### config.mk
export PLATFORM = sky130hd
export DESIGN_NAME = spd_decoder
export DESIGN_NICKNAME = d
export VERILOG_FILES = /design/src/spd_pkg.sv /design/src/spd_filt_if.sv /design/src/spd_filter.sv /design/src/spd_decoder.sv
export SDC_FILE = /design/constraint.sdc
export NUM_CORES = 1
export LEC_CHECK = 0
export BUFFER_PORTS_ARGS = -buffer_cell sky130_fd_sc_hd__buf_4
export CAP_MARGIN = 10
export CORE_ASPECT_RATIO = 1.5
export CORE_MARGIN = 2
export CORE_UTILIZATION = 40
export CTS_BUF_LIST = sky130_fd_sc_hd__clkbuf_16
export DETAILED_ROUTE_END_ITERATION = 8
export GPL_ROUTABILITY_DRIVEN = 0
export HOLD_SLACK_MARGIN = 0.1
export SKIP_CTS_REPAIR_TIMING = 1
export SLEW_MARGIN = 10
export SYNTH_ARGS = -nofsm -noshare
export SYNTH_HDL_FRONTEND = slang
export SYNTH_SLANG_ARGS = --single-unit
export TNS_END_PERCENT = 10
### constraint.sdc
create_clock -name clk -period 6 [get_ports clk]
set_input_delay 0.9 -clock clk [delete_from_list [all_inputs] [get_ports clk]]
set_output_delay 0.9 -clock clk [all_outputs]
set_load 0.03 [all_outputs]
### src/spd_pkg.sv
// package of constants for the pulse reference decoder
//
// Summary of operation
// [RQ1] match while speed difference below width setting
// [RQ2] match output closed on match, else open
// [RQ3] match output only in speed control
// [RQ4] method code 1 is position, latched at restart
// [RQ5] form 0: direction high forward, low reverse
// [RQ6] form 5: direction and pulse polarity inverted
// [RQ7] form 1: separate forward/reverse pulses, idle low
// [RQ8] form 6: separate pulses inverted, idle high
// [RQ9] forms 2,3,4: quadrature x1, x2, x4
// [RQ10] B leading A forward, lagging reverse
// [RQ11] host keeps quadrature at most 1 Mpps
// [RQ12] host keeps pulses at most 4 Mpps
// [RQ13] filter code chosen at restart sets filter
// [RQ14] conducting open collector reads as high
// [RQ15] accumulate forward counts, subtract reverse counts
package spd_pkg;
	// ------------------------------------------------------------
	// APB register map
	// ------------------------------------------------------------
	localparam logic [7:0] SPD_ADDR_CTRL   = 8'h00;
	localparam logic [7:0] SPD_ADDR_WIDTH  = 8'h04;
	localparam logic [7:0] SPD_ADDR_REFSPD = 8'h08;
	localparam logic [7:0] SPD_ADDR_ACTSPD = 8'h0c;
	localparam logic [7:0] SPD_ADDR_POS    = 8'h10;
	localparam logic [7:0] SPD_ADDR_STATUS = 8'h14;
	// ctrl fields: form [3:0], method [7:4], filter [11:8]
	localparam int SPD_FORM_LSB   = 0;
	localparam int SPD_METHOD_LSB = 4;
	localparam int SPD_FILT_LSB   = 8;
	localparam logic [31:0] SPD_CTRL_RST  = 32'h0000_0000;
	localparam logic [6:0]  SPD_WIDTH_RST = 7'h0a;
	localparam logic [6:0]  SPD_WIDTH_MAX = 7'h64;
	// ------------------------------------------------------------
	// codes
	// ------------------------------------------------------------
	localparam logic [3:0] SPD_METHOD_SPEED = 4'h0;
	localparam logic [3:0] SPD_METHOD_POS   = 4'h1;
	localparam logic [3:0] SPD_FORM_SIGN_P = 4'h0;
	localparam logic [3:0] SPD_FORM_CWCCW_P = 4'h1;
	localparam logic [3:0] SPD_FORM_QX1    = 4'h2;
	localparam logic [3:0] SPD_FORM_QX2    = 4'h3;
	localparam logic [3:0] SPD_FORM_QX4    = 4'h4;
	localparam logic [3:0] SPD_FORM_SIGN_N = 4'h5;
	localparam logic [3:0] SPD_FORM_CWCCW_N = 4'h6;
	localparam logic [3:0] SPD_FILT_LD1 = 4'h0;
	localparam logic [3:0] SPD_FILT_OC  = 4'h1;
	localparam logic [3:0] SPD_FILT_LD2 = 4'h2;
	// ------------------------------------------------------------
	// filter timing at 200 MHz
	// ------------------------------------------------------------
	localparam int SPD_CLK_MHZ     = 200;
	localparam int SPD_T_LD1_NS    = 250;
	localparam int SPD_T_OC_NS     = 1250;
	localparam int SPD_T_LD2_NS    = 60;
	localparam int SPD_N_LD1 = SPD_T_LD1_NS * SPD_CLK_MHZ / 1000;
	localparam int SPD_N_OC  = SPD_T_OC_NS * SPD_CLK_MHZ / 1000;
	localparam int SPD_N_LD2 = SPD_T_LD2_NS * SPD_CLK_MHZ / 1000;
	localparam int SPD_FCNT_W = 9;
	localparam int SPD_POS_W  = 32;
	localparam int SPD_SPD_W  = 16;
endpackage : spd_pkg

### src/spd_filt_if.sv
// interface between the decoder top and the input filter
`timescale 1ns/1ps
interface spd_filt_if;
	logic       in_a;    // synchronised pin a
	logic       in_b;    // synchronised pin b
	logic [8:0] limit;   // stable cycles needed minus one
	logic       out_a;   // filtered a
	logic       out_b;   // filtered b
	modport top (output in_a, output in_b, output limit,
		input out_a, input out_b);
	modport filt (input in_a, input in_b, input limit,
		output out_a, output out_b);
endinterface : spd_filt_if

### src/spd_filter.sv
// glitch filter for the two reference inputs
`timescale 1ns/1ps
module spd_filter
	import spd_pkg::*;
(
	input wire logic clk,    // 200 MHz clock
	input wire logic rst_n,  // async reset, active low
	spd_filt_if.filt f       // filter link
);
	logic [1:0] raw;
	logic [1:0] out_q;
	assign raw = {f.in_b, f.in_a};
	assign f.out_a = out_q[0];
	assign f.out_b = out_q[1];

	genvar i;
	generate
		for (i = 0; i < 2; i++) begin : g_ch
			logic [SPD_FCNT_W-1:0] cnt_q;
			// output follows input after it has differed from it for limit + 1 cycles
			always_ff @(posedge clk or negedge rst_n) begin
				if (!rst_n) begin
					cnt_q    <= '0;
					out_q[i] <= 1'b0;
				end else if (raw[i] == out_q[i]) begin
					cnt_q <= '0;
				end else if (cnt_q >= f.limit) begin
					cnt_q    <= '0;
					out_q[i] <= raw[i]; // RQ13
				end else begin
					cnt_q <= cnt_q + 1'b1;
				end
			end
		end
	endgenerate
endmodule : spd_filter

### src/spd_decoder.sv
// pulse reference decoder and speed match output with apb registers
`timescale 1ns/1ps
module spd_decoder
	import spd_pkg::*;
(
	input  wire logic        clk,             // 200 MHz clock
	input  wire logic        rst_n,           // async reset, active low
	input  wire logic        psel,            // apb select
	input  wire logic        penable,         // apb enable
	input  wire logic        pwrite,          // apb direction
	input  wire logic [7:0]  paddr,           // apb byte address
	input  wire logic [31:0] pwdata,          // apb write data
	output logic      [31:0] prdata,          // apb read data
	output logic             pready,          // apb ready
	output logic             pslverr,         // apb error
	input  wire logic        ref_in_a,        // pulse / cw / phase a pin
	input  wire logic        ref_in_b,        // sign / ccw / phase b pin
	output logic             speed_match_out, // high = closed (on)
	output logic             pos_mode         // position control active
);
	// ------------------------------------------------------------
	// registers
	// ------------------------------------------------------------
	logic [31:0]            ctrl_q;
	logic [6:0]             speed_match_width;
	logic [SPD_SPD_W-1:0]   ref_speed_q;
	logic [SPD_SPD_W-1:0]   act_speed_q;
	logic [SPD_POS_W-1:0]   pos_q;
	logic [3:0]             ref_pulse_form_sel;
	logic [3:0]             control_method_sel;
	logic [3:0]             filt_sel_q;
	logic                   cfg_done_q;
	logic                   wr_en;
	logic                   wr_ctrl;
	logic                   wr_width;
	logic                   wr_refspd;
	logic                   wr_actspd;
	logic                   rd_en;
	logic                   addr_ok;
	logic [6:0]             wdata_w;

	// a write lands only at the edge that completes the transfer
	assign wr_en = psel && penable && pwrite && pready;
	assign rd_en = psel && penable && !pwrite;
	assign wdata_w = pwdata[6:0];

	always_comb begin
		unique case (paddr)
			SPD_ADDR_CTRL, SPD_ADDR_WIDTH, SPD_ADDR_REFSPD,
			SPD_ADDR_ACTSPD, SPD_ADDR_POS, SPD_ADDR_STATUS: addr_ok = 1'b1;
			default: addr_ok = 1'b0;
		endcase
	end

	// ------------------------------------------------------------
	// apb write side
	// ------------------------------------------------------------
	assign wr_ctrl   = wr_en && (paddr == SPD_ADDR_CTRL);
	assign wr_width  = wr_en && (paddr == SPD_ADDR_WIDTH);
	assign wr_refspd = wr_en && (paddr == SPD_ADDR_REFSPD);
	assign wr_actspd = wr_en && (paddr == SPD_ADDR_ACTSPD);

	always_ff @(posedge clk or negedge rst_n) begin
		if (!rst_n) begin
			ctrl_q <= SPD_CTRL_RST;
		end else if (wr_ctrl) begin
			ctrl_q <= pwdata;
		end
	end

	// width takes effect at once; the whole word is compared so that
	// a large value clamps instead of wrapping in the low bits
	always_ff @(posedge clk or negedge rst_n) begin
		if (!rst_n) begin
			speed_match_width <= SPD_WIDTH_RST;
		end else if (wr_width) begin
			if (pwdata > {25'h0, SPD_WIDTH_MAX}) begin
				speed_match_width <= SPD_WIDTH_MAX; // RQ1
			end else begin
				speed_match_width <= wdata_w;       // RQ1
			end
		end
	end

	always_ff @(posedge clk or negedge rst_n) begin
		if (!rst_n) begin
			ref_speed_q <= '0;
		end else if (wr_refspd) begin
			ref_speed_q <= pwdata[SPD_SPD_W-1:0];
		end
	end

	always_ff @(posedge clk or negedge rst_n) begin
		if (!rst_n) begin
			act_speed_q <= '0;
		end else if (wr_actspd) begin
			act_speed_q <= pwdata[SPD_SPD_W-1:0];
		end
	end

	// ------------------------------------------------------------
	// restart-time latch of method, form and filter
	// ------------------------------------------------------------
	// the control word is sampled once after reset release; later
	// writes reach only ctrl_q, which the next reset clears
	always_ff @(posedge clk or negedge rst_n) begin
		if (!rst_n) begin
			cfg_done_q         <= 1'b0;
			ref_pulse_form_sel <= SPD_FORM_SIGN_P;
			control_method_sel <= SPD_METHOD_SPEED;
			filt_sel_q         <= SPD_FILT_LD1;
		end else if (!cfg_done_q && wr_ctrl) begin
			cfg_done_q         <= 1'b1;
			ref_pulse_form_sel <= pwdata[SPD_FORM_LSB +: 4];   // RQ4
			control_method_sel <= pwdata[SPD_METHOD_LSB +: 4]; // RQ4
			filt_sel_q         <= pwdata[SPD_FILT_LSB +: 4];   // RQ13
		end
	end

	always_ff @(posedge clk or negedge rst_n) begin
		if (!rst_n) begin
			pos_mode <= 1'b0;
		end else begin
			pos_mode <= (control_method_sel == SPD_METHOD_POS); // RQ4
		end
	end

	// ------------------------------------------------------------
	// apb read side
	// ------------------------------------------------------------
	// one wait state: pready rises in the second access cycle
	always_ff @(posedge clk or negedge rst_n) begin
		if (!rst_n) begin
			pready  <= 1'b0;
			pslverr <= 1'b0;
		end else begin
			pready  <= psel && penable && !pready;
			pslverr <= psel && penable && !pready && !addr_ok;
		end
	end

	logic [31:0] rd_mux_w;
	always_comb begin
		unique case (paddr)
			SPD_ADDR_CTRL:   rd_mux_w = ctrl_q;
			SPD_ADDR_WIDTH:  rd_mux_w = {25'h0, speed_match_width};
			SPD_ADDR_REFSPD: rd_mux_w = {16'h0, ref_speed_q};
			SPD_ADDR_ACTSPD: rd_mux_w = {16'h0, act_speed_q};
			SPD_ADDR_POS:    rd_mux_w = pos_q;
			SPD_ADDR_STATUS: rd_mux_w = {18'h0, filt_sel_q,
				control_method_sel, ref_pulse_form_sel,
				pos_mode, speed_match_out};
			default:         rd_mux_w = '0;
		endcase
	end

	// read data are captured in the first access cycle and stand
	// until the next read
	always_ff @(posedge clk or negedge rst_n) begin
		if (!rst_n) begin
			prdata <= '0;
		end else if (rd_en && !pready) begin
			prdata <= rd_mux_w;
		end
	end

	// ------------------------------------------------------------
	// speed coincidence
	// ------------------------------------------------------------
	logic [SPD_SPD_W:0] diff_w;
	always_comb begin
		diff_w = {1'b0, ref_speed_q} - {1'b0, act_speed_q};
		if (diff_w[SPD_SPD_W]) begin
			diff_w = {1'b0, act_speed_q} - {1'b0, ref_speed_q};
		end
	end

	logic in_speed_w;
	logic coincide_w;
	assign in_speed_w = (control_method_sel == SPD_METHOD_SPEED);
	assign coincide_w = (diff_w < {10'h0, speed_match_width});

	always_ff @(posedge clk or negedge rst_n) begin
		if (!rst_n) begin
			speed_match_out <= 1'b0;
		end else begin
			// open whenever not coinciding or not in speed control
			speed_match_out <= in_speed_w && coincide_w; // RQ1 RQ2 RQ3
		end
	end

	// ------------------------------------------------------------
	// pin synchronisers, three stages
	// ------------------------------------------------------------
	logic [1:0] pin_raw;
	logic [1:0] pin_stab;
	assign pin_raw = {ref_in_b, ref_in_a};

	genvar p;
	generate
		for (p = 0; p < 2; p++) begin : g_pin
			logic [2:0] sync_q;
			logic       stab_q;
			// open-collector: conducting transistor arrives as high level
			always_ff @(posedge clk or negedge rst_n) begin
				if (!rst_n) begin
					sync_q <= '0;
				end else begin
					sync_q <= {sync_q[1:0], pin_raw[p]}; // RQ14
				end
			end

			// a change counts once the second and third stage agree
			always_ff @(posedge clk or negedge rst_n) begin
				if (!rst_n) begin
					stab_q <= 1'b0;
				end else if (sync_q[1] == sync_q[2]) begin
					stab_q <= sync_q[2];
				end
			end
			assign pin_stab[p] = stab_q;
		end
	endgenerate

	// ------------------------------------------------------------
	// input filter
	// ------------------------------------------------------------
	spd_filt_if fl ();
	logic [SPD_FCNT_W-1:0] lim_w;
	always_comb begin
		unique case (filt_sel_q)
			SPD_FILT_OC:  lim_w = SPD_FCNT_W'(SPD_N_OC);
			SPD_FILT_LD2: lim_w = SPD_FCNT_W'(SPD_N_LD2);
			default:      lim_w = SPD_FCNT_W'(SPD_N_LD1);
		endcase
	end
	assign fl.in_a  = pin_stab[0];
	assign fl.in_b  = pin_stab[1];
	assign fl.limit = lim_w; // RQ13

	spd_filter i_spd_filter (
		.clk   (clk),
		.rst_n (rst_n),
		.f     (fl.filt)
	);

	// ------------------------------------------------------------
	// pulse decoding
	// ------------------------------------------------------------
	logic [1:0] filt_w;
	logic [1:0] rise_w;
	logic [1:0] fall_w;
	assign filt_w = {fl.out_b, fl.out_a};

	generate
		for (p = 0; p < 2; p++) begin : g_edge
			logic last_q;
			// previous filtered level, for edge detection
			always_ff @(posedge clk or negedge rst_n) begin
				if (!rst_n) begin
					last_q <= 1'b0;
				end else begin
					last_q <= filt_w[p];
				end
			end
			assign rise_w[p] = filt_w[p] && !last_q;
			assign fall_w[p] = !filt_w[p] && last_q;
		end
	endgenerate

	logic a_rise;
	logic a_fall;
	logic b_rise;
	logic b_fall;
	logic a_edge;
	logic b_edge;
	logic fwd;
	logic rev;
	assign a_rise = rise_w[0];
	assign a_fall = fall_w[0];
	assign b_rise = rise_w[1];
	assign b_fall = fall_w[1];
	assign a_edge = a_rise || a_fall;
	assign b_edge = b_rise || b_fall;

	always_comb begin
		fwd = 1'b0;
		rev = 1'b0;
		unique case (ref_pulse_form_sel)
			SPD_FORM_SIGN_P: begin
				fwd = a_rise && fl.out_b;   // RQ5
				rev = a_rise && !fl.out_b;  // RQ5
			end
			SPD_FORM_SIGN_N: begin
				fwd = a_fall && !fl.out_b;  // RQ6
				rev = a_fall && fl.out_b;   // RQ6
			end
			SPD_FORM_CWCCW_P: begin
				fwd = b_rise;               // RQ7
				rev = a_rise;               // RQ7
			end
			SPD_FORM_CWCCW_N: begin
				fwd = b_fall;               // RQ8
				rev = a_fall;               // RQ8
			end
			SPD_FORM_QX1: begin
				// one count per cycle, on rising a
				fwd = a_rise && fl.out_b;   // RQ9 RQ10
				rev = a_rise && !fl.out_b;  // RQ9 RQ10
			end
			SPD_FORM_QX2: begin
				fwd = a_edge && (fl.out_a == fl.out_b);  // RQ9 RQ15
				rev = a_edge && (fl.out_a != fl.out_b);  // RQ9 RQ15
			end
			SPD_FORM_QX4: begin
				// b leading a: a follows b, same level after an a edge
				fwd = (a_edge && (fl.out_a == fl.out_b)) ||
					(b_edge && (fl.out_a != fl.out_b));  // RQ10 RQ15
				rev = (a_edge && (fl.out_a != fl.out_b)) ||
					(b_edge && (fl.out_a == fl.out_b));  // RQ10 RQ15
			end
			default: ;
		endcase
	end

	// ------------------------------------------------------------
	// position reference accumulator
	// ------------------------------------------------------------
	// counting follows the method latched at restart, not ctrl_q
	logic pos_cnt_en;
	assign pos_cnt_en = (control_method_sel == SPD_METHOD_POS);

	always_ff @(posedge clk or negedge rst_n) begin
		if (!rst_n) begin
			pos_q <= '0;
		end else if (pos_cnt_en) begin
			if (fwd && !rev) begin
				pos_q <= pos_q + 1'b1; // RQ15
			end else if (rev && !fwd) begin
				pos_q <= pos_q - 1'b1; // RQ15
			end
		end
	end
endmodule : spd_decoder

# Yosys cells after proc, flatten, opt, wreduce, memory -nomap -nowiden
# Cells that the tools add are included.
[op_classes] muxes=13 order_cmp=4 n_div=0 n_bitwise=2 n_eq_ne=20 multipliers=0 addsub=6 reduce_logical=50 shifts=0
[op_table] op="$pmux 32 s6" count=1
[op_table] op="$mux 32" count=2
[op_table] op="$mux 9" count=4
[op_table] op="$sub 16x16->17" count=2
[op_table] op="$add 32x1->32 const B" count=1
[op_table] op="$gt 32x7->1 const B" count=1
[op_table] op="$sub 32x1->32 const B" count=1
[op_table] op="$logic_and 1x1->1" count=27
[op_table] op="$add 9x1->9 const B" count=2
[op_table] op="$ge 9x8->1" count=2
[op_table] op="$lt 17x7->1" count=1
[op_table] op="$mux 17" count=1
[op_table] op="$eq 8x4->1 const B" count=2
[op_table] op="$eq 8x5->1 const B" count=2
[op_table] op="$pmux 8 s2" count=1
[op_table] op="$eq 4x1->1 const B" count=3
[op_table] op="$eq 4x2->1 const B" count=3
[op_table] op="$eq 4x3->1 const B" count=3
[op_table] op="$pmux 1 s6" count=2
[op_table] op="$logic_not 1->1" count=10
[op_table] op="$eq 8x3->1 const B" count=1
[op_table] op="$logic_not 4->1" count=2
[op_table] op="$logic_not 8->1" count=1
[op_table] op="$mux 7" count=1
[op_table] op="9 further kinds" count=19
[word_totals] rom_bits=0 inputBits=47 register_bits=182 ram_bits=0 elab_cells=119 n_memories=0 latchBits=0

# Depth between registers and ports, before layout
# Gate-level depths: netlist (run 1).
[depth] ltp_word=10 ltp_mapped=22 mapped_depth_nobuf=22

# Hierarchy
# From an unflattened synthesis (run 1), not the netlist that was laid out.
[hier_totals] hier_cells=1184 area_unflattened_um2=11284.6
[modules_own_cells] module="spd_decoder" instances=1 seq_area_each_um2=4056.4 cells_each=1044 area_each_um2=9995.8
[modules_own_cells] module="spd_filter" instances=1 seq_area_each_um2=500.5 cells_each=140 area_each_um2=1288.7

# Worst setup path after synthesis (run 1)
# Ideal clock, no wire load.
[synth_timing] path_type="register to register" from="register i_spd_filter.out_q[1], in the netlist i_spd_filter.f.out_b" to="register pos_q[24]" path_buffers=1 setup_slack_ns=1.379 arrival_time_ns=4.491 t_required_ns=5.871 period_less_slack_ns=4.621 stages_incl_launch_ff=20 path_cell_list="dfrtp_1 > clkbuf_1 > inv_1 > ha_1 > nor2b_1 > a211oi_1 > a21oi_1 > o22a_1 > o21ai_0 > ha_1 > inv_1 > ha_1 > a2111oi_0 > a211oi_1 > a211o_1 > a31oi_4 > o21ai_2 > a41oi_1 > xor2_1 > o21ai_1"
[synth_via] elab_chain_cells=10
[synth_lines] element="from (decl)" line_no="spd_filter.sv:11" text="logic [1:0] out_q;"
[synth_lines] element="from (signal, indexed assignment)" line_no="spd_filter.sv:29" text="out_q[i] <= raw[i];"
[synth_lines] element="$logic_not 1->1"
[synth_lines] element="$logic_and 1x1->1" line_no="spd_decoder.sv:267" text="assign fall_w[p] = !filt_w[p] && last_q;"
[synth_lines] element="$logic_or 1x1->1" line_no="spd_decoder.sv:284" text="assign b_edge = b_rise || b_fall;"
[synth_lines] element="$logic_and 1x1->1, on equally long branches" line_no="spd_decoder.sv:320, spd_decoder.sv:318"
[synth_lines] element="$logic_or 1x1->1, on equally long branches" line_no="spd_decoder.sv:319, spd_decoder.sv:317"
[synth_lines] element="$pmux 1 s6" line_no="spd_decoder.sv:289" text="unique case (ref_pulse_form_sel)"
[synth_lines] element="$logic_not 1->1, on equally long branches" line_no="spd_decoder.sv:337, spd_decoder.sv:339"
[synth_lines] element="$logic_and 1x1->1, on equally long branches" line_no="spd_decoder.sv:337, spd_decoder.sv:339"
[synth_lines] element="$reduce_bool 2->1 (no source line)"
[synth_lines] element="$reduce_and 2->1 (no source line)"
[synth_lines] element="to (signal assigned)" line_no="spd_decoder.sv:338" text="pos_q <= pos_q + 1'b1;"
[synth_lines] element="to (signal assigned)" line_no="spd_decoder.sv:340" text="pos_q <= pos_q - 1'b1;"
[synth_lines] element="to (decl)" line_no="spd_decoder.sv:28" text="logic [SPD_POS_W-1:0] pos_q;"
# Parallel ways exist; a longest one is shown, timed or not.
# A chain may end at the register's enable or synchronous reset.

# Worst setup path after layout (run 1)
[layout_timing] from="register i_spd_filter.out_q[1], in the netlist i_spd_filter.f.out_b" to="register pos_q[31]"
# Same word-level chain as after synthesis.

==> results.py, run 1 <==
metrics = {
    "outcome": {
        "outcome": "finished clean",
    },
    "layout": {
        "drive_above_1_share": 0.162,
        "fill_cells": 2645,
        "layout_common_cells": "dfrtp_1, nand2_1, o21ai_0, buf_4, ha_1",
        "area_growth_pct": 13.2,
        "post-route-util": 0.462,
        "final_common_cell": "dfrtp_1",
        "regArea_mm2": 0.00456,
        "design_area_mm2": 0.0126,
        "multi_input_area_mm2": 0.00612,
        "nets": 1367,
        "antenna_cells": 0,
    },
    "floorplanning": {
        "dieArea_mm2": 0.0292,
        "start_util": 0.408,
        "ios": 83,
        "num_rows": 74,
        "die_w_um": 140,
        "die_y_um": 208,
        "core_area_mm2": 0.0273,
    },
    "critical_path": {
        "critical_path_class": "register to register",
        "rr_endpoint": "pos_q[31]$_DFFE_PN0P_",
        "start_kind": "register",
        "worstSetupStartpoint": "i_spd_filter.f.out_b$_DFFE_PN0P_",
        "worstSetupEndpointType": "register",
        "reg2reg_depth": 21,
        "cp_max_fo": 18,
        "endpoint": "pos_q[31]$_DFFE_PN0P_",
        "critPathRequiredTime_ns": 6.31,
        "r2r_slack_ns": 0.95,
        "r2r_start": "i_spd_filter.f.out_b$_DFFE_PN0P_",
        "arrival_ns": 5.36,
    },
    "clock_tree": {
        "clock_latency_ns": 0.43,
        "numCtsBuffers": 17,
        "cts_root_buffer": "clkbuf_16",
        "clock_path_buffers": 2,
        "cts_max_level": 4,
        "cts_tree": "yes",
        "cts_sinks": 182,
        "clk_pin_slew_ns": 0.07,
    },
    "power_and_ir_drop": {
        "p_per_area_mw_per_mm2": 196,
        "peakVddDrop_mv": 0.177,
        "cellLeakagePower_nw": 6.17,
        "total_power_w": 0.00247,
    },
    "synth": {
        "syn_nets": 1307,
        "netlist_instances": 1168,
        "synth_edf_count": 0,
        "synth-seq-cells": 182,
        "avgSynthCellArea_um2": 9.54,
        "yosysSeqAreaShare": 0.409,
        "synthFlopType": "dfrtp_1",
        "netlist_area_mm2": 0.0111,
        "synthArstFlopShare": 1.00,
        "yosysWarnings": 0,
        "yosysUniqueCellTypes": 70,
    },
    "grt": {
        "grt_pass1_wl_mm": 46.6,
        "grt_pass1_vias": 8777,
        "antenna_found_initial": 0,
        "overflow": 0,
        "grt_max_degree": 80,
        "grtUsageTotal": 0.199,
    },
    "sta": {
        "hold_viol": 0,
        "slew_viol_final": 0,
        "finalSetupViolations": 0,
        "fin_skew_ns": 0.0129,
        "worstMarginPinSlew_ns": 1.15,
        "fin_crit_sh": 0.841,
        "fin_crit_ns": 5.05,
        "fin_tns_setup_ns": 0,
        "clock.fmax_mhz": 198,
        "relSlewSlack": 0.231,
        "rsz0062_at_grt": "false",
    },
    "route": {
        "post_drt_wl_per_cell_um": 18.1,
        "drc": 0,
        "vias": 8695,
        "vias_per_cell": 5.49,
        "ant_nets": 0,
        "first_pass_iters": 5,
        "wl_mm": 28.7,
        "drt_iter0_markers": 461,
    },
    "hold_path": {
        "hp-class": "register to register",
        "min_from": "g_pin[1].sync_q[0]$_DFF_PN0_",
    },
    "run": {
        "drv_cap": 0,
    },
    "placement": {
        "io_buffers": 82,
        "hpwlAfterDp_mm": 21.0,
        "postPlaceCellArea_mm2": 0.0121,
    },
}
[cell families (layout without fill, tap and decap cells)]
kind of cell	count (synthesis)	in the layout	synth area share
XOR/XNOR	59	59	0.0464
adder cells (fa/ha/maj)	94	94	0.107
flip-flops	182	182	0.409
AND/OR/NAND/NOR	303	303	0.125
AO/OA/AOI/OAI	331	331	0.191
buffers and inverters	119	192	0.0419
multiplexers	80	80	0.0786
[registers in the layout, summed over array words and instances (netlist names), 2 cells and up]
register,cells
g_pin.sync_q,6
control_method_sel,4
act_speed_q,16
filt_sel_q,4
speed_match_width,7
ctrl_q,32
ref_pulse_form_sel,4
g_edge.last_q,2
pos_q,32
i_spd_filter.g_ch.cnt_q,18
prdata,32
ref_speed_q,16
[critical path: stages, from the launching register on]
cell and delay [ns]:
dfrtp_1 0.51, inv_1 0.10, ha_1 0.32, nor2b_1 0.13
a211oi_1 0.23, a21oi_1 0.07, o22a_1 0.21, o21ai_0 0.15
ha_1 0.25, inv_1 0.33, buf_4 0.33, ha_1 0.38
a21o_1 0.22, a21o_1 0.17, a21o_1 0.20, a211o_1 0.31
o31ai_2 0.29, a21oi_1 0.11, a21oi_1 0.21, xnor2_1 0.14
nor2_1 0.06, xor2_1 0.18
[Yosys cell counts, types with 5 or more instances]
cell | n | area, µm²
xnor2_1 | 19 | 166
nor4_1 | 10 | 62.6
nor2b_1 | 5 | 31.3
dfrtp_1 | 180 | 4500
nor3_1 | 13 | 65.1
a221o_1 | 7 | 70.1
a21o_1 | 36 | 270
and2_1 | 10 | 62.6
nand3b_1 | 5 | 37.5
clkbuf_1 | 37 | 139
mux2i_1 | 20 | 200
o21ai_0 | 125 | 626
nand2b_1 | 13 | 81.3
nand3_1 | 19 | 95.1
ha_1 | 89 | 1110
a211oi_1 | 7 | 52.6
nor2_1 | 62 | 233
o21ai_1 | 5 | 25.0
nand4_1 | 9 | 56.3
inv_1 | 68 | 255
a221oi_1 | 11 | 96.3
a31oi_1 | 7 | 43.8
o21a_1 | 8 | 60.1
a21oi_1 | 61 | 305
a22oi_1 | 17 | 128
xor2_1 | 40 | 350
mux2_2 | 60 | 676
buf_2 | 10 | 50.1
nand2_1 | 135 | 507
and3_1 | 6 | 37.5
[worst min path at each step]
stage / to / depth (start not counted) / slack [ns]
6_report: g_pin[1].sync_q[1]$_DFF_PN0_ / 0 / 0.35
3_5_place_dp: g_pin[0].sync_q[1]$_DFF_PN0_ / 0 / 0.34
5_1_grt: g_pin[1].sync_q[1]$_DFF_PN0_ / 0 / 0.35
3_3_place_gp: g_pin[0].sync_q[1]$_DFF_PN0_ / 0 / 0.34
4_1_cts: g_pin[0].sync_q[1]$_DFF_PN0_ / 0 / 0.35
2_1_floorplan: g_pin[0].sync_q[1]$_DFF_PN0_ / 0 / 0.33
[through the flow]
step                      setup WS (ns)  cells  hold slack [ns]
final                             0.954   1583            0.347
after global routing              0.473   1583            0.353
after CTS                         0.954   1583            0.351
after detailed placement          0.982   1551            0.336
after global placement             1.05   1551            0.335
after floorplan                    1.38   1168            0.331
[power by group]
group | leakage [nW] | total (W) | switching, W | internal (W)
clock network | 0.256 | 0.00107 | 0.000503 | 0.000572
logic | 3.50 | 0.000143 | 0.0000874 | 0.0000554
registers | 2.41 | 0.00125 | 0.0000150 | 0.00124
total | 6.17 | 0.00247 | 0.000605 | 0.00187
[area by class of cell]
type                    instances  area share
clock buffers                  17      0.0337
clock inverters                15      0.0102
inverters                      68      0.0202
multi-input cells             867       0.485
flip-flops and latches        182       0.361
well taps                     342      0.0339
repair buffers                 92      0.0553
[layer usage]
| layer | vias to the layer above | share of wire | global-route usage |
|---|---|---|---|
| li1 | 4269 | - | - |
| met1 | 4226 | 0.43 | 0.251 |
| met2 | 165 | 0.51 | 0.346 |
| met3 | 35 | 0.031 | 0.0304 |
| met4 | 0 | 0.026 | 0.0704 |
| met5 | - | 0 | 0 |
Power figures use the tool's default switching activity.
==> inputs of run 2 (changes only) <==
==> constraint.sdc (replaced) <==
create_clock -name clk -period 4.8 [get_ports clk]
set_input_delay 0.72 -clock clk [delete_from_list [all_inputs] [get_ports clk]]
set_output_delay 0.72 -clock clk [all_outputs]
set_load 0.03 [all_outputs]
==> results.py, run 2 (synthesis gave the netlist of run 1 again) <==
metrics = {
    "floorplanning": {
        "dieArea_mm2": 0.0292,
        "num_rows": 74,
        "die_w_um": 140,
        "ios": 83,
        "core_area_mm2": 0.0273,
        "start_util": 0.408,
        "die_y_um": 208,
    },
    "power_and_ir_drop": {
        "cellLeakagePower_nw": 6.25,
        "p_per_area_mw_per_mm2": 238,
        "peakVddDrop_mv": 0.235,
    },
    "critical_path": {
        "critPathRequiredTime_ns": 5.11,
        "critPathTopFamily": "compound AO/OA/AOI/OAI gates",
        "crit_path_top_delay_cell": "dfrtp_1",
        "start_kind": "register",
        "worstSetupEndpointType": "register",
        "critPathMaxStageDelay_ns": 0.41,
        "r2r_slack_ns": 0.39,
        "cp_max_fo": 27,
        "path_cells": "inv_1, ha_1, nor2b_1, a211oi_1, a21oi_1, o22a_1, o21ai_0, ha_2, inv_1, buf_8, ha_1, a21o_1, a21o_1, a21o_1, a211o_1, o31ai_4, a21oi_1, a21oi_1, xnor2_1, nor2_1, xor2_1",
        "arrival_ns": 4.72,
        "worst-path-buf-inv": 3,
        "critical_path_class": "register to register",
    },
    "placement": {
        "io_buffers": 82,
        "hpwlAfterDp_mm": 21.1,
    },
    "clock_tree": {
        "cts_max_level": 4,
        "cts_sinks": 182,
        "clock_latency_ns": 0.44,
        "numCtsBuffers": 17,
        "cts_root_buffer": "clkbuf_16",
        "clk_pin_slew_ns": 0.07,
        "cts_tree": "yes",
        "clock_path_buffers": 2,
    },
    "sta": {
        "rsz0062_at_grt": "false",
        "fin_skew_ns": 0.0127,
        "whs_ns": 0.315,
        "clock.fmax_mhz": 227,
        "fin_tns_setup_ns": 0,
        "fin_crit_sh": 0.919,
        "relSlewSlack": 0.322,
        "slew_viol_final": 0,
        "finalSetupViolations": 0,
        "fin_crit_ns": 4.41,
        "hold_viol": 0,
        "worstMarginPinSlew_ns": 1.02,
    },
    "outcome": {
        "outcome": "finished clean",
    },
    "layout": {
        "antenna_cells": 0,
        "final_common_cell": "dfrtp_1",
        "area_growth_pct": 14.7,
        "reg.largest.list": "ctrl_q x32, pos_q x32, prdata x32",
        "layout_common_cells": "dfrtp_1, nand2_1, o21ai_0, buf_4, ha_1",
        "nets": 1379,
        "post-route-util": 0.468,
        "drive_above_1_share": 0.181,
    },
    "grt": {
        "grt_pass1_wl_mm": 47.9,
        "overflow": 0,
        "grtUsageTotal": 0.204,
        "antenna_found_initial": 0,
        "grt_pass1_vias": 8960,
        "grt_max_degree": 100,
    },
    "route": {
        "vias": 8795,
        "first_pass_iters": 5,
        "drt_iter0_markers": 528,
        "post_drt_wl_per_cell_um": 18.1,
        "wl_mm": 28.9,
        "drc": 0,
        "vias_per_cell": 5.52,
        "ant_nets": 0,
    },
    "hold_path": {
        "hp-class": "primary input to asynchronous set/reset pin",
    },
    "run": {
        "drv_cap": 0,
    },
}
## run 2: final timing paths
path,startpoint,end,cells past startpoint
max reg2reg,i_spd_filter.f.out_b$_DFFE_PN0P_,pos_q[31]$_DFFE_PN0P_,21
max,i_spd_filter.f.out_b$_DFFE_PN0P_,pos_q[31]$_DFFE_PN0P_,21
min reg2reg,g_pin[1].sync_q[0]$_DFF_PN0_,g_pin[1].sync_q[1]$_DFF_PN0_,0
min,rst_n,ref_speed_q[5]$_DFFE_PN0P_,1
min in group clk,g_pin[1].sync_q[0]$_DFF_PN0_,g_pin[1].sync_q[1]$_DFF_PN0_,0
max in group asynchronous,rst_n,g_pin[0].sync_q[2]$_DFF_PN0_,2
## run 2: layer usage
layer | part of all wire | up-vias | global-route usage
li1 | - | 4311 | -
met1 | 0.44 | 4312 | 0.264
met2 | 0.51 | 146 | 0.352
met3 | 0.028 | 26 | 0.0288
met4 | 0.019 | 0 | 0.0623
met5 | 0 | - | 0
## run 2: power breakdown
part	switching (W)	leakage (nW)	total, W	internal, W
registers	0.0000189	2.41	0.00157	0.00155
logic	0.000109	3.58	0.000180	0.0000706
clock network	0.000635	0.259	0.00130	0.000665
## run 2: metrics by stage
stage,instance area [µm²],setup slack [ns],instances,total power [W]
floorplan,11100,0.179,1168,0.00167
global placement,12100,0.246,1559,0.00178
detailed placement,12100,0.120,1559,0.00178
CTS,12700,0.0855,1590,0.00308
global route,12800,0.000280,1594,0.00316
finish,12800,0.387,1594,0.00305
## run 2: final cells by class
class / instances / area (µm²)
Fill cell: 2591 / 14500
Sequential cell: 182 / 4560
Clock inverter: 14 / 106
Multi-Input combinational cell: 867 / 6200
Timing Repair Buffer: 104 / 807
Tap cell: 342 / 428
Inverter: 68 / 255
Clock buffer: 17 / 425
## run 2: worst reg2reg max path, stage by stage (launching register included)
cell and delay (ns):
dfrtp_1 0.41, inv_1 0.09, ha_1 0.31, nor2b_1 0.14, a211oi_1 0.22, a21oi_1 0.06, o22a_1 0.22, o21ai_0 0.16
ha_2 0.23, inv_1 0.11, buf_8 0.20, ha_1 0.31, a21o_1 0.20, a21o_1 0.18, a21o_1 0.20, a211o_1 0.34
o31ai_4 0.26, a21oi_1 0.12, a21oi_1 0.17, xnor2_1 0.13, nor2_1 0.06, xor2_1 0.18
